===== config.mk =====
export PLATFORM = sky130hd
export DESIGN_NAME = dtmc_top
export DESIGN_NICKNAME = d
export VERILOG_FILES = /design/src/design/dtmc_pkg.sv /design/src/design/dtmc_channel.sv /design/src/design/dtmc_top.sv
export SDC_FILE = /design/constraint.sdc
export NUM_CORES = 1
export LEC_CHECK = 0
export BUFFER_PORTS_ARGS = -buffer_cell sky130_fd_sc_hd__clkbuf_2
export CELL_PAD_IN_SITES_DETAIL_PLACEMENT = 1
export CELL_PAD_IN_SITES_GLOBAL_PLACEMENT = 1
export CORE_MARGIN = 3
export CORE_UTILIZATION = 25
export CTS_BUF_LIST = sky130_fd_sc_hd__clkbuf_16
export DETAILED_ROUTE_END_ITERATION = 8
export PLACE_DENSITY = 0.56
export SYNTH_ARGS = -nofsm -noshare
export SYNTH_HDL_FRONTEND = slang
export SYNTH_SLANG_ARGS = --single-unit

===== constraint.sdc =====
create_clock -name i_ref_clk -period 5.2 [get_ports i_ref_clk]
set_input_delay 0.26 -clock i_ref_clk [delete_from_list [all_inputs] [get_ports i_ref_clk]]
set_output_delay 0.26 -clock i_ref_clk [all_outputs]
set_load 0.02 [all_outputs]

===== src/design/dtmc_pkg.sv =====
package dtmc_pkg;

	localparam int DATA_W = 8;
	localparam int ADDR_W = 8;
	localparam int CHANNELS = 2;
	localparam int TIMER_W = 8;

	// Register byte addresses.
	localparam logic [ADDR_W-1:0] ADDR_MODE = 8'h23;
	localparam logic [ADDR_W-1:0] ADDR_TIMER_X = 8'h24;
	localparam logic [ADDR_W-1:0] ADDR_TIMER_Y = 8'h25;
	localparam logic [ADDR_W-1:0] ADDR_IRQ_STATUS = 8'h30;
	localparam logic [ADDR_W-1:0] ADDR_IRQ_MASK = 8'h31;

	// Mode register layout: one nibble per timer, timer X in the low nibble.
	localparam int FIELD_STRIDE = 4;
	localparam int MODE_LSB = 0;
	localparam int EDGE_BIT = 2;
	localparam int STOP_BIT = 3;

	localparam logic [1:0] MODE_TIMER = 2'h0;
	localparam logic [1:0] MODE_PULSE = 2'h1;
	localparam logic [1:0] MODE_EVENT = 2'h2;
	localparam logic [1:0] MODE_WIDTH = 2'h3;

	// Interrupt status and mask layout.
	localparam int IRQ_BITS = 4;
	localparam int IRQ_PIN_LSB = 0;
	localparam int IRQ_UNDERFLOW_LSB = 2;

	localparam logic [DATA_W-1:0] MODE_RESET = 8'h00;
	localparam logic [IRQ_BITS-1:0] IRQ_STATUS_RESET = 4'h0;
	localparam logic [IRQ_BITS-1:0] IRQ_MASK_RESET = 4'h0;
	localparam logic [DATA_W-1:0] RDATA_RESET = 8'h00;

endpackage


===== src/design/dtmc_channel.sv =====
`timescale 1ns/10ps
`default_nettype none

module dtmc_channel #(
	parameter int WIDTH = dtmc_pkg::TIMER_W
) (
	input wire logic i_ref_clk,
	input wire logic i_reset_n,
	input wire logic [1:0] i_mode,
	input wire logic i_stop,
	input wire logic i_edge_sel,
	input wire logic i_load,
	input wire logic [WIDTH-1:0] i_load_value,
	input wire logic i_pin,
	output logic [WIDTH-1:0] o_count,
	output logic o_pin,
	output logic o_pin_oe,
	output logic o_pin_event,
	output logic o_underflow
);
	import dtmc_pkg::*;

	logic pin_prev;
	logic pin_rise;
	logic pin_fall;
	logic step;
	logic [WIDTH-1:0] reload;
	logic pulse_phase;

	////////////////////////////////////////////////////////////////////////////////

	always_ff @(posedge i_ref_clk or negedge i_reset_n) begin
		if (!i_reset_n) begin
			pin_prev <= 1'b0;
		end else begin
			pin_prev <= i_pin;
		end
	end

	assign pin_rise = i_pin & ~pin_prev;
	assign pin_fall = ~i_pin & pin_prev;

	// The request edge follows the edge bit alone, whatever the mode.
	assign o_pin_event = i_edge_sel ? pin_rise : pin_fall;

	////////////////////////////////////////////////////////////////////////////////

	always_comb begin
		step = 1'b0;
		if (!i_stop) begin
			case (i_mode)
				MODE_TIMER: step = 1'b1;
				MODE_PULSE: step = 1'b1;
				MODE_EVENT: step = i_edge_sel ? pin_fall : pin_rise;
				MODE_WIDTH: step = (i_pin == ~i_edge_sel);
				default: step = 1'b0;
			endcase
		end
	end

	assign o_underflow = step && (o_count == '0) && !i_load;

	always_ff @(posedge i_ref_clk or negedge i_reset_n) begin
		if (!i_reset_n) begin
			o_count <= '0;
			reload <= '0;
		end else if (i_load) begin
			o_count <= i_load_value;
			reload <= i_load_value;
		end else if (step) begin
			o_count <= (o_count == '0) ? reload : o_count - 1'b1;
		end
	end

	////////////////////////////////////////////////////////////////////////////////

	// The phase restarts outside pulse mode and on a load. The level is read
	// against the live edge bit, so that a write that selects pulse mode and the
	// edge bit together already shows the selected start level in its first cycle.
	always_ff @(posedge i_ref_clk or negedge i_reset_n) begin
		if (!i_reset_n) begin
			pulse_phase <= 1'b0;
		end else if (i_mode != MODE_PULSE || i_load) begin
			pulse_phase <= 1'b0;
		end else if (o_underflow) begin
			pulse_phase <= ~pulse_phase;
		end
	end

	assign o_pin = ~(pulse_phase ^ i_edge_sel);
	assign o_pin_oe = (i_mode == MODE_PULSE);

endmodule

`default_nettype wire


===== src/design/dtmc_top.sv =====
// Behaviour
// Bits 1:0 select timer X mode.
// Bits 5:4 select timer Y mode.
// Bit 3 set halts timer X.
// Bit 7 set halts timer Y.
// Bits 2, 6 are per-timer edge selects.
// Timer mode: edge bit only picks interrupt edge.
// Pin request on falling edge, rising if set.
// Pulse starts high, or low if set.
// Event mode counts rising, or falling if set.
// Width mode measures high, or low if set.
// Mode register resets to zero.
`timescale 1ns/10ps
`default_nettype none

module dtmc_top #(
	parameter int TIMER_WIDTH = dtmc_pkg::TIMER_W
) (
	input wire logic i_ref_clk,
	input wire logic i_reset_n,
	input wire logic [dtmc_pkg::ADDR_W-1:0] i_addr,
	input wire logic [dtmc_pkg::DATA_W-1:0] i_wdata,
	input wire logic i_wr,
	input wire logic i_rd,
	output logic [dtmc_pkg::DATA_W-1:0] o_rdata,
	input wire logic i_counter_pin_x,
	output logic o_counter_pin_x,
	output logic o_counter_pin_x_oe,
	input wire logic i_counter_pin_y,
	output logic o_counter_pin_y,
	output logic o_counter_pin_y_oe,
	output logic o_irq
);
	import dtmc_pkg::*;

	logic [DATA_W-1:0] timer_pair_mode_reg;
	logic [IRQ_BITS-1:0] irq_status;
	logic [IRQ_BITS-1:0] irq_mask;
	logic [IRQ_BITS-1:0] irq_events;
	logic [IRQ_BITS-1:0] irq_clear;
	logic [DATA_W-1:0] next_rdata;

	logic [1:0] ch_mode [CHANNELS];
	logic ch_stop [CHANNELS];
	logic ch_edge [CHANNELS];
	logic ch_load [CHANNELS];
	logic ch_pin_in [CHANNELS];
	logic [TIMER_WIDTH-1:0] ch_count [CHANNELS];
	logic ch_pin_out [CHANNELS];
	logic ch_pin_oe [CHANNELS];
	logic ch_pin_event [CHANNELS];
	logic ch_underflow [CHANNELS];

	////////////////////////////////////////////////////////////////////////////////

	if (TIMER_WIDTH < 2 || TIMER_WIDTH > DATA_W) begin : g_width_check
		$error("TIMER_WIDTH must lie between 2 and the data bus width");
	end

	////////////////////////////////////////////////////////////////////////////////

	always_ff @(posedge i_ref_clk or negedge i_reset_n) begin
		if (!i_reset_n) begin
			timer_pair_mode_reg <= MODE_RESET;
		end else if (i_wr && i_addr == ADDR_MODE) begin
			timer_pair_mode_reg <= i_wdata;
		end
	end

	always_ff @(posedge i_ref_clk or negedge i_reset_n) begin
		if (!i_reset_n) begin
			irq_mask <= IRQ_MASK_RESET;
		end else if (i_wr && i_addr == ADDR_IRQ_MASK) begin
			irq_mask <= i_wdata[IRQ_BITS-1:0];
		end
	end

	assign irq_clear = (i_wr && i_addr == ADDR_IRQ_STATUS) ? i_wdata[IRQ_BITS-1:0] : '0;

	// A new event in the clearing cycle stays set.
	always_ff @(posedge i_ref_clk or negedge i_reset_n) begin
		if (!i_reset_n) begin
			irq_status <= IRQ_STATUS_RESET;
		end else begin
			irq_status <= (irq_status & ~irq_clear) | irq_events;
		end
	end

	assign o_irq = |(irq_status & irq_mask);

	////////////////////////////////////////////////////////////////////////////////

	always_comb begin
		next_rdata = '0;
		case (i_addr)
			ADDR_MODE: next_rdata = timer_pair_mode_reg;
			ADDR_TIMER_X: next_rdata = DATA_W'(ch_count[0]);
			ADDR_TIMER_Y: next_rdata = DATA_W'(ch_count[1]);
			ADDR_IRQ_STATUS: next_rdata = DATA_W'(irq_status);
			ADDR_IRQ_MASK: next_rdata = DATA_W'(irq_mask);
			default: next_rdata = '0;
		endcase
	end

	// Read data stand for exactly the cycle after the strobe.
	always_ff @(posedge i_ref_clk or negedge i_reset_n) begin
		if (!i_reset_n) begin
			o_rdata <= RDATA_RESET;
		end else if (i_rd) begin
			o_rdata <= next_rdata;
		end else begin
			o_rdata <= RDATA_RESET;
		end
	end

	////////////////////////////////////////////////////////////////////////////////

	assign ch_pin_in[0] = i_counter_pin_x;
	assign ch_pin_in[1] = i_counter_pin_y;
	assign ch_load[0] = i_wr && i_addr == ADDR_TIMER_X;
	assign ch_load[1] = i_wr && i_addr == ADDR_TIMER_Y;

	for (genvar c = 0; c < CHANNELS; c++) begin : g_channel
		localparam int BASE = c * FIELD_STRIDE;

		assign ch_mode[c] = timer_pair_mode_reg[BASE+MODE_LSB +: 2];
		assign ch_stop[c] = timer_pair_mode_reg[BASE+STOP_BIT];
		assign ch_edge[c] = timer_pair_mode_reg[BASE+EDGE_BIT];
		assign irq_events[IRQ_PIN_LSB+c] = ch_pin_event[c];
		assign irq_events[IRQ_UNDERFLOW_LSB+c] = ch_underflow[c];

		dtmc_channel #(
			.WIDTH(TIMER_WIDTH)
		) u_channel (
			.i_ref_clk(i_ref_clk),
			.i_reset_n(i_reset_n),
			.i_mode(ch_mode[c]),
			.i_stop(ch_stop[c]),
			.i_edge_sel(ch_edge[c]),
			.i_load(ch_load[c]),
			.i_load_value(i_wdata[TIMER_WIDTH-1:0]),
			.i_pin(ch_pin_in[c]),
			.o_count(ch_count[c]),
			.o_pin(ch_pin_out[c]),
			.o_pin_oe(ch_pin_oe[c]),
			.o_pin_event(ch_pin_event[c]),
			.o_underflow(ch_underflow[c])
		);
	end

	assign o_counter_pin_x = ch_pin_out[0];
	assign o_counter_pin_x_oe = ch_pin_oe[0];
	assign o_counter_pin_y = ch_pin_out[1];
	assign o_counter_pin_y_oe = ch_pin_oe[1];
endmodule

`default_nettype wire


==> impl_metrics.csv, run 1 <==
group,metric,value,unit
cts,cts.sinks,60,
critical_path,end_kind,"register",
synth,synth_cell_type_count,73,
layout,final_cell_mix,"nand2_1, dfrtp_1, clkbuf_2",
power_and_ir_drop,p_leak,0.001792,uW
grt,grt_pass1_vias,2967,
sta,rsz0062_at_grt,"false",
cts,ctsHoldBuffers,0,
layout,final_core_util,30.93,%
critical_path,worst_r2r_path_depth,7,
route,drt_iter0_drc,163,
critical_path,max_stage_delay,510,ps
sta,slew_headroom,44.17,%
cts,root_buffer,"clkbuf_16",
critical_path,arrival,2450,ps
critical_path,r2r_slack,3020,ps
layout,instances_no_fill,562,
cts,cts_resized,0,
layout,diodes,0,
layout,syn2layout_area_growth,18.50,%
grt,antenna_found_initial,0,
layout,largestRegisters,"g_channel.u_channel.o_count x16, g_channel.u_channel.reload x16",
sta,setup_violations,0,
run,cap_violations,0,
grt,grt_start_max_net_pins,61,
place,dpl.cell_count,546,
cts,clock_path_buffers,2,
layout,num-fill-cells,1493,
floorplan,io_pins,35,
route,viasPerCell,4.948,
power_and_ir_drop,powerDensity,424.7,nW/um^2
critical_path,cp_slowest_cell,"nor4b_2",
synth,netlist_area,3361,sq um
floorplan,die_w,121.9,um
cts,cts_setup_buffers,0,
floorplan,die_height,121.9,um
synth,syn_inst,352,
grt,grtUsageTotal,15.00,%
power_and_ir_drop,irDropWorstVdd,0.1545,mV
floorplan,initial_core_util,26.10,%
critical_path,rr_startpoint,"g_channel[0].u_channel.o_count[0]",
route,routed_wl,10140,um
critical_path,r2r_end,"g_channel[0].u_channel.pulse_phase",
critical_path,worstPathMaxFanout,6,
sta,fmax,0.4589,GHz
synth,ys_ff_latch,60,
route,wl_per_cell,18.05,um
sta,fin_crit_sh,41.90,%
cts,cts_tree,"yes",
cts,worstSkewPairLatency,340,ps
sta,finalHoldViolations,0,
synth,seq_area_frac_synth,44.68,%
synth,synthFlopType,"dfrtp_1",
layout,nNetsFinal,411,
min_path,hold_path_class,"input port to async pin",
route,antenna_left,0,
sta,setup_tns,0,ps
route,dr.pass1.iters,5,
critical_path,worst-setup-path-type,"register to register",
cts,htreeDepth,3,
floorplan,rows,41,
critical_path,crit_path_cell_trace,"inv_1 -> ha_1 -> nor4b_2 -> nand2_1 -> nor2_2 -> xor2_1 -> and3_1",
synth,synthArstFlopShare,100.0,%
sta,worst_pin_slew,835.0,ps
place,io_buffers,34,
grt,grt_overflow,0,
synth,synth_warnings,0,
route,drcViolationCount,0,
cts,cts_buffers,9,
power_and_ir_drop,p_total,1691,uW
cts,path_clk_slew,60,ps
sta,report.final.slew_viol_count,0,
floorplan,core-area,12880,sq um
route,vias,2781,
sta,skew,6.586,ps
critical_path,required,5470,ps
place,hpwl,7449,um
floorplan,die_area,14870,sq um
sta,layout_min_cycle_time,2179,ps
layout,drive_gt1_share,21.03,%
run_status,outcome,"finished clean",
place,gp_congestion,0.8245,
synth,synth_fp_nets,378,
synth,synth_area_per_cell,9.548,sq um
critical_path,cp-start-kind,"register",
synth,synth_edf_count,0,
grt,grt_pass1_wl,16790,um
layout,final_common_cell,"nand2_1",
-- logic make-up after synthesis --
| family | count (synthesis) | synth area share, % |
|---|---|---|
| AND/OR/NAND/NOR | 150 | 24.09 |
| AO/OA/AOI/OAI | 85 | 17.95 |
| flip-flops | 60 | 44.68 |
| buffers and inverters | 27 | 3.574 |
| multiplexers | 20 | 6.441 |
| XOR/XNOR | 6 | 1.787 |
| adder cells (fa/ha/maj) | 4 | 1.489 |
-- how the worst max path moves through the flow --
stage,depth (start not counted),to,from,slack [ps]
CTS,7,g_channel[0].u_channel.pulse_phase,g_channel[0].u_channel.o_count[0],3010
global route,7,g_channel[0].u_channel.o_count[2],g_channel[0].u_channel.o_count[0],2770
global placement,6,g_channel[1].u_channel.o_count[1],i_addr[3],3050
finish,7,g_channel[0].u_channel.pulse_phase,g_channel[0].u_channel.o_count[0],3020
detailed placement,6,g_channel[1].u_channel.o_count[1],i_addr[3],3020
floorplan,7,g_channel[1].u_channel.o_count[4],g_channel[1].u_channel.o_count[0],3390
-- cell type report --
cell class	count	area (sq um)	area share [%]
Clock inverter	7	67.56	1.697
Timing Repair Buffer	36	185.2	4.650
Clock buffer	9	225.2	5.655
Tap cell	172	215.2	5.404
Multi-Input combinational cell	265	1739	43.67
Inverter	13	48.80	1.225
Sequential cell	60	1501	37.70
-- power breakdown --
| group | total (uW) | internal (uW) | switching [uW] |
|---|---|---|---|
| Clock | 597 | 368 | 229 |
| Sequential | 680 | 542 | 138 |
| Combinational | 415 | 185 | 230 |
| Total | 1690 | 1100 | 596 |
-- worst max-delay path, delay by kind of cell, from the launching register on --
kind / cells / cell delay [ps]
and+or+nand+nor: 4 / 1180
DFF: 1 / 410
adders and majority gates: 1 / 250
xor gates and xnor gates: 1 / 150
buffers and inverters: 1 / 110
-- layer usage --
layer	vias to the layer above	wire length (um)	GRT usage, %
li1	1331	-	-
met1	1379	5224	21.64
met2	65	4359	22.17
met3	6	487	4.318
met4	0	71	3.571
met5	-	0	0
-- Yosys cell counts (all sizes together), types with 4 or more instances --
library cell,count,share of area [%]
buf,10,1.7
nor2,26,3.4
a21oi,21,3.1
dfrtp,60,45
inv,13,1.5
a222oi,4,1.2
nand3,6,1.0
ha,4,1.5
o211ai,4,0.89
nand2b,4,0.74
nor3,12,2.6
nor2b,7,1.3
nand2,68,7.7
o21ai,22,3.3
mux2i,7,2.1
clkbuf,4,0.45
mux2,13,4.4
a22oi,6,1.3
nor4b,4,2.0
-- stage by stage --
stage | area, sq um | setup slack [ps] | hold WS (ps)
detailed placement | 3690 | 3022 | 452.2
floorplan | 3361 | 3389 | -35.59
global placement | 3690 | 3050 | 451.1
CTS | 3983 | 3010 | 89.62
finish | 3983 | 3021 | 94.17
global route | 3983 | 2770 | 92.35
Power figures use the tool's default switching activity.
==> run 2: changes to the inputs <==
==> constraint.sdc (replaced) <==
create_clock -name i_ref_clk -period 2.09 [get_ports i_ref_clk]
set_input_delay 0.1045 -clock i_ref_clk [delete_from_list [all_inputs] [get_ports i_ref_clk]]
set_output_delay 0.1045 -clock i_ref_clk [all_outputs]
set_load 0.02 [all_outputs]
==> impl_metrics.csv, run 2 (synthesis results as in run 1) <==
group,metric,value,unit
run_status,outcome,"finished clean",
power_and_ir_drop,powerDensity,1014,nW/um^2
cts,worstSkewPairLatency,340,ps
place,io_buffers,34,
place,dpl_worst_slack,14.52,ps
floorplan,die_w,121.9,um
route,routed_wl,10470,um
grt,grt_pass1_wl,17220,um
sta,finalHoldViolations,0,
sta,skew,6.792,ps
min_path,hold_path_class,"input port to register",
sta,worst_pin_slew,826.3,ps
layout,nNetsFinal,423,
cts,cts_tree,"yes",
critical_path,critPathBufInv,0,
floorplan,io_pins,35,
layout,drive_gt1_share,23.63,%
min_path,hp-start,"i_wdata[5]",
critical_path,cp_slowest_cell,"dfrtp_1",
cts,cts.sinks,60,
sta,fin_crit_sh,91.88,%
critical_path,cp-start-kind,"register",
route,dr.pass1.iters,4,
layout,syn2layout_area_growth,21.56,%
layout,instances_no_fill,574,
route,vias,2800,
sta,layout_min_cycle_time,1920,ps
critical_path,max_stage_delay,490,ps
floorplan,core-area,12880,sq um
place,gp_congestion,0.8085,
floorplan,die_height,121.9,um
route,drt_iter0_drc,144,
sta,finalWorstSetupSlack,169.7,ps
grt,grt_pass1_vias,2982,
floorplan,die_area,14870,sq um
route,antenna_left,0,
sta,setup_violations,0,
floorplan,initial_core_util,26.10,%
grt,antenna_found_initial,0,
cts,root_buffer,"clkbuf_16",
route,viasPerCell,4.878,
cts,htreeDepth,3,
route,wl_per_cell,18.25,um
critical_path,worstPathMaxFanout,7,
place,hpwl,7631,um
sta,slew_headroom,44.92,%
cts,cts_setup_buffers,0,
critical_path,required,2310,ps
layout,multi_input_area,1777,sq um
layout,final_common_cell,"nand2_1",
cts,cts_buffers,9,
layout,ff_latch_area,1501,sq um
layout,final_cell_mix,"nand2_1, dfrtp_1, clkbuf_2",
sta,report.final.slew_viol_count,0,
sta,fmax,0.5208,GHz
critical_path,end_kind,"register",
run,cap_violations,0,
cts,path_clk_slew,50,ps
grt,grt_overflow,0,
sta,rsz0062_at_grt,"false",
cts,clock_path_buffers,2,
layout,num-fill-cells,1500,
power_and_ir_drop,irDropWorstVdd,0.3519,mV
grt,grtUsageTotal,15.35,%
critical_path,rr_startpoint,"timer_pair_mode_reg[2]",
grt,grt_start_max_net_pins,61,
layout,largestRegisters,"g_channel.u_channel.o_count x16, g_channel.u_channel.reload x16",
critical_path,crit_start,"timer_pair_mode_reg[2]",
critical_path,arrival,2140,ps
route,drcViolationCount,0,
floorplan,rows,41,
power_and_ir_drop,p_leak,0.001850,uW
critical_path,worst-setup-path-type,"register to register",
sta,setup_tns,0,ps
critical_path,crit_path_cell_trace,"xnor2_2 -> a221oi_4 -> and2_4 -> a41oi_1 -> a22o_1",
layout,diodes,0,
place,dpl.cell_count,555,
critical_path,crit_family,"compound AO/OA/AOI/OAI gates",
-- run 2: metrics by stage --
step | instance area [sq um] | util, % | hold WS [ps] | total power, uW
2_1_floorplan | 3361 | - | -191.1 | 2401
3_3_place_gp | 3757 | 29.18 | 303.4 | 2751
3_5_place_dp | 3757 | 29.18 | 311.3 | 2779
4_1_cts | 4048 | 31.44 | 36.49 | 4147
5_1_grt | 4085 | 31.73 | 49.68 | 4435
6_report | 4085 | 31.73 | 49.97 | 4141
-- run 2: metal layers --
| metal | vias to the layer above | global-route usage [%] | share of wire, % |
|---|---|---|---|
| met5 | - | 0 | 0 |
| met4 | 0 | 3.992 | 0.86 |
| met3 | 8 | 4.503 | 4.4 |
| met2 | 56 | 22.79 | 44 |
| met1 | 1376 | 21.88 | 51 |
| li1 | 1360 | - | - |
-- run 2: where the power goes --
group	total [uW]	switching, uW	internal (uW)	leakage (uW)
clock	1320	540	783	0.000134
sequential	1710	357	1350	0.000766
combinational	1110	595	517	0.000950
-- run 2: final timing paths --
| check | to | slack [ps] | cells after the start |
|---|---|---|---|
| setup / recovery | g_channel[0].u_channel.o_count[7] | 170 | 5 |
| hold / removal | timer_pair_mode_reg[5] | 50 | 2 |
| setup reg to reg | g_channel[0].u_channel.o_count[7] | 170 | 5 |
| hold reg to reg | g_channel[0].u_channel.reload[2] | 460 | 2 |
| max in group asynchronous | irq_mask[3] | 1060 | 3 |
| min in group asynchronous | g_channel[0].u_channel.reload[5] | 500 | 3 |
-- run 2: cell type report --
type	count	share of cell area (%)
Clock buffer	9	5.513
Clock inverter	7	0.8576
Inverter	13	1.194
Multi-Input combinational cell	265	43.49
Sequential cell	60	36.75
Tap cell	172	5.268
Timing Repair Buffer	48	6.922
-- run 2: what timing repair did --
action                     4_1_cts  5_1_grt
hold endpoints to repair        57        0
hold buffers                     3        0
setup endpoints to repair        0        7
resized for setup                0        9
==> run 3: changes to the inputs <==
--- a/config.mk
+++ b/config.mk
@@ -9,10 +9,10 @@
 export CELL_PAD_IN_SITES_DETAIL_PLACEMENT = 1
 export CELL_PAD_IN_SITES_GLOBAL_PLACEMENT = 1
 export CORE_MARGIN = 3
-export CORE_UTILIZATION = 25
+export CORE_UTILIZATION = 46
 export CTS_BUF_LIST = sky130_fd_sc_hd__clkbuf_16
 export DETAILED_ROUTE_END_ITERATION = 8
-export PLACE_DENSITY = 0.56
+export PLACE_DENSITY = 0.87
 export SYNTH_ARGS = -nofsm -noshare
 export SYNTH_HDL_FRONTEND = slang
 export SYNTH_SLANG_ARGS = --single-unit
==> impl_metrics.csv, run 3 (synthesis results as in run 1) <==
group,metric,value,unit
place,dpl.cell_count,477,
floorplan,core-area,6944,sq um
grt,use_met3,3.397,%
cts,htreeDepth,3,
layout,num-fill-cells,785,
sta,finalHoldViolations,0,
route,antenna_left,0,
critical_path,worst-setup-path-type,"register to register",
critical_path,cp-start-kind,"register",
grt,grtUsageTotal,25.61,%
layout,largestRegisters,"g_channel.u_channel.o_count x16, g_channel.u_channel.reload x16",
sta,fmax,0.5185,GHz
floorplan,rows,30,
critical_path,required,2300,ps
route,wl_per_cell,20.51,um
run_status,outcome,"finished clean",
sta,setup_tns,0,ps
power_and_ir_drop,p_leak,0.001864,uW
grt,met2_usage,42.12,%
layout,instances_no_fill,496,
place,dpl_worst_slack,49.67,ps
critical_path,arrival,2130,ps
sta,finalWorstSetupSlack,161.5,ps
sta,layout_min_cycle_time,1928,ps
grt,grt_overflow,0,
floorplan,initial_core_util,48.40,%
grt,grt_pass1_wl,16650,um
sta,setup_violations,0,
sta,rsz0062_at_grt,"false",
floorplan,die_height,91.48,um
sta,fin_crit_sh,92.27,%
floorplan,die_area,8368,sq um
floorplan,die_w,91.48,um
grt,grt_pass1_vias,3160,
layout,syn2layout_area_growth,19.84,%
route,drt_iter0_drc,236,
min_path,hold_path_class,"input port to register",
cts,worstSkewPairLatency,330,ps
critical_path,worst_r2r_path_depth,7,
place,hpwl,7048,um
sta,slew_headroom,42.35,%
critical_path,worstPathMaxFanout,6,
cts,cts_buffers,9,
cts,root_buffer,"clkbuf_16",
min_path,hp-start,"i_wdata[4]",
grt,antenna_found_initial,0,
cts,cts_tree,"yes",
place,io_buffers,34,
cts,cts.sinks,60,
route,dr.pass1.iters,4,
layout,nNetsFinal,421,
route,vias,2986,
min_path,min_to,"g_channel[1].u_channel.reload[4]",
min_path,min_path_cells,3,
cts,path_clk_slew,50,ps
sta,report.final.slew_viol_count,0,
cts,clock_path_buffers,2,
sta,skew,7.341,ps
place,gp_congestion,0.8633,
layout,final_common_cell,"nand2_1",
sta,worst_pin_slew,860.9,ps
grt,grt_use_met1,33.70,%
critical_path,r2r_end,"g_channel[1].u_channel.o_count[4]",
grt,grt_start_max_net_pins,61,
power_and_ir_drop,irDropWorstVdd,0.4890,mV
route,routed_wl,10170,um
layout,final_core_util,58.00,%
critical_path,rr_startpoint,"g_channel[1].u_channel.o_count[1]",
run,cap_violations,0,
power_and_ir_drop,powerDensity,1101,nW/um^2
layout,diodes,0,
layout,drive_gt1_share,23.25,%
power_and_ir_drop,p_total,4433,uW
layout,final_cell_mix,"nand2_1, dfrtp_1, clkbuf_2",
critical_path,end_kind,"register",
critical_path,r2r_slack,160,ps
grt,grt.busiest_layer,"met2",
route,drcViolationCount,0,
floorplan,io_pins,35,
route,viasPerCell,6.020,
[run 3: what timing repair did]
item                       in CTS  in global routing
pin swaps                       0                  0
hold buffers                    3                  0
hold endpoints to repair       62                  0
setup endpoints to repair       1                  3
resized for setup               2                  3
setup buffers                   0                  0
[run 3: cell type report]
type | instances | area [sq um] | area share [%]
Multi-Input combinational cell | 265 | 1760 | 43.71
Inverter | 13 | 48.80 | 1.212
Clock buffer | 9 | 225.2 | 5.592
Sequential cell | 60 | 1501 | 37.28
Timing Repair Buffer | 46 | 280.3 | 6.959
Tap cell | 96 | 120.1 | 2.982
Clock inverter | 7 | 91.34 | 2.268
[run 3: metal layers]
layer / share of wire [%] / wire length, um
met5: 0 / 0
met1: 43 / 4378
met4: 3.1 / 311
met3: 6.1 / 625
met2: 48 / 4856
[run 3: worst max path at each step]
stage / from / to / slack, ps / cells past startpoint
2_1_floorplan: g_channel[1].u_channel.o_count[0] / g_channel[1].u_channel.o_count[4] / 280 / 7
3_3_place_gp: g_channel[1].u_channel.o_count[0] / g_channel[1].u_channel.o_count[4] / 170 / 7
3_5_place_dp: g_channel[1].u_channel.o_count[0] / g_channel[1].u_channel.o_count[4] / 50 / 7
4_1_cts: g_channel[1].u_channel.o_count[0] / g_channel[1].u_channel.o_count[4] / 40 / 7
5_1_grt: g_channel[1].u_channel.o_count[1] / g_channel[1].u_channel.o_count[4] / 30 / 7
6_report: g_channel[1].u_channel.o_count[1] / g_channel[1].u_channel.o_count[4] / 160 / 7
[run 3: critical path: stages, from the launching register on]
cell     delay (ps)
dfrtp_1         420
inv_1           160
ha_4            190
or4b_4          490
nor3_2          130
a21oi_1          80
o41ai_2         220
o21ai_1         120
[run 3: stage by stage]
| stage | instance area (sq um) | hold slack, ps |
|---|---|---|
| global route | 4028 | 61.61 |
| CTS | 4009 | 51.45 |
| finish | 4028 | 62.73 |
| global placement | 3660 | 140.6 |
| detailed placement | 3660 | 143.0 |
| floorplan | 3361 | -191.1 |
[run 3: report_power, final]
group	leakage, uW	internal, uW	switching (uW)
Sequential	0.000766	1350	358
Combinational	0.000943	509	634
Clock	0.000155	1040	545
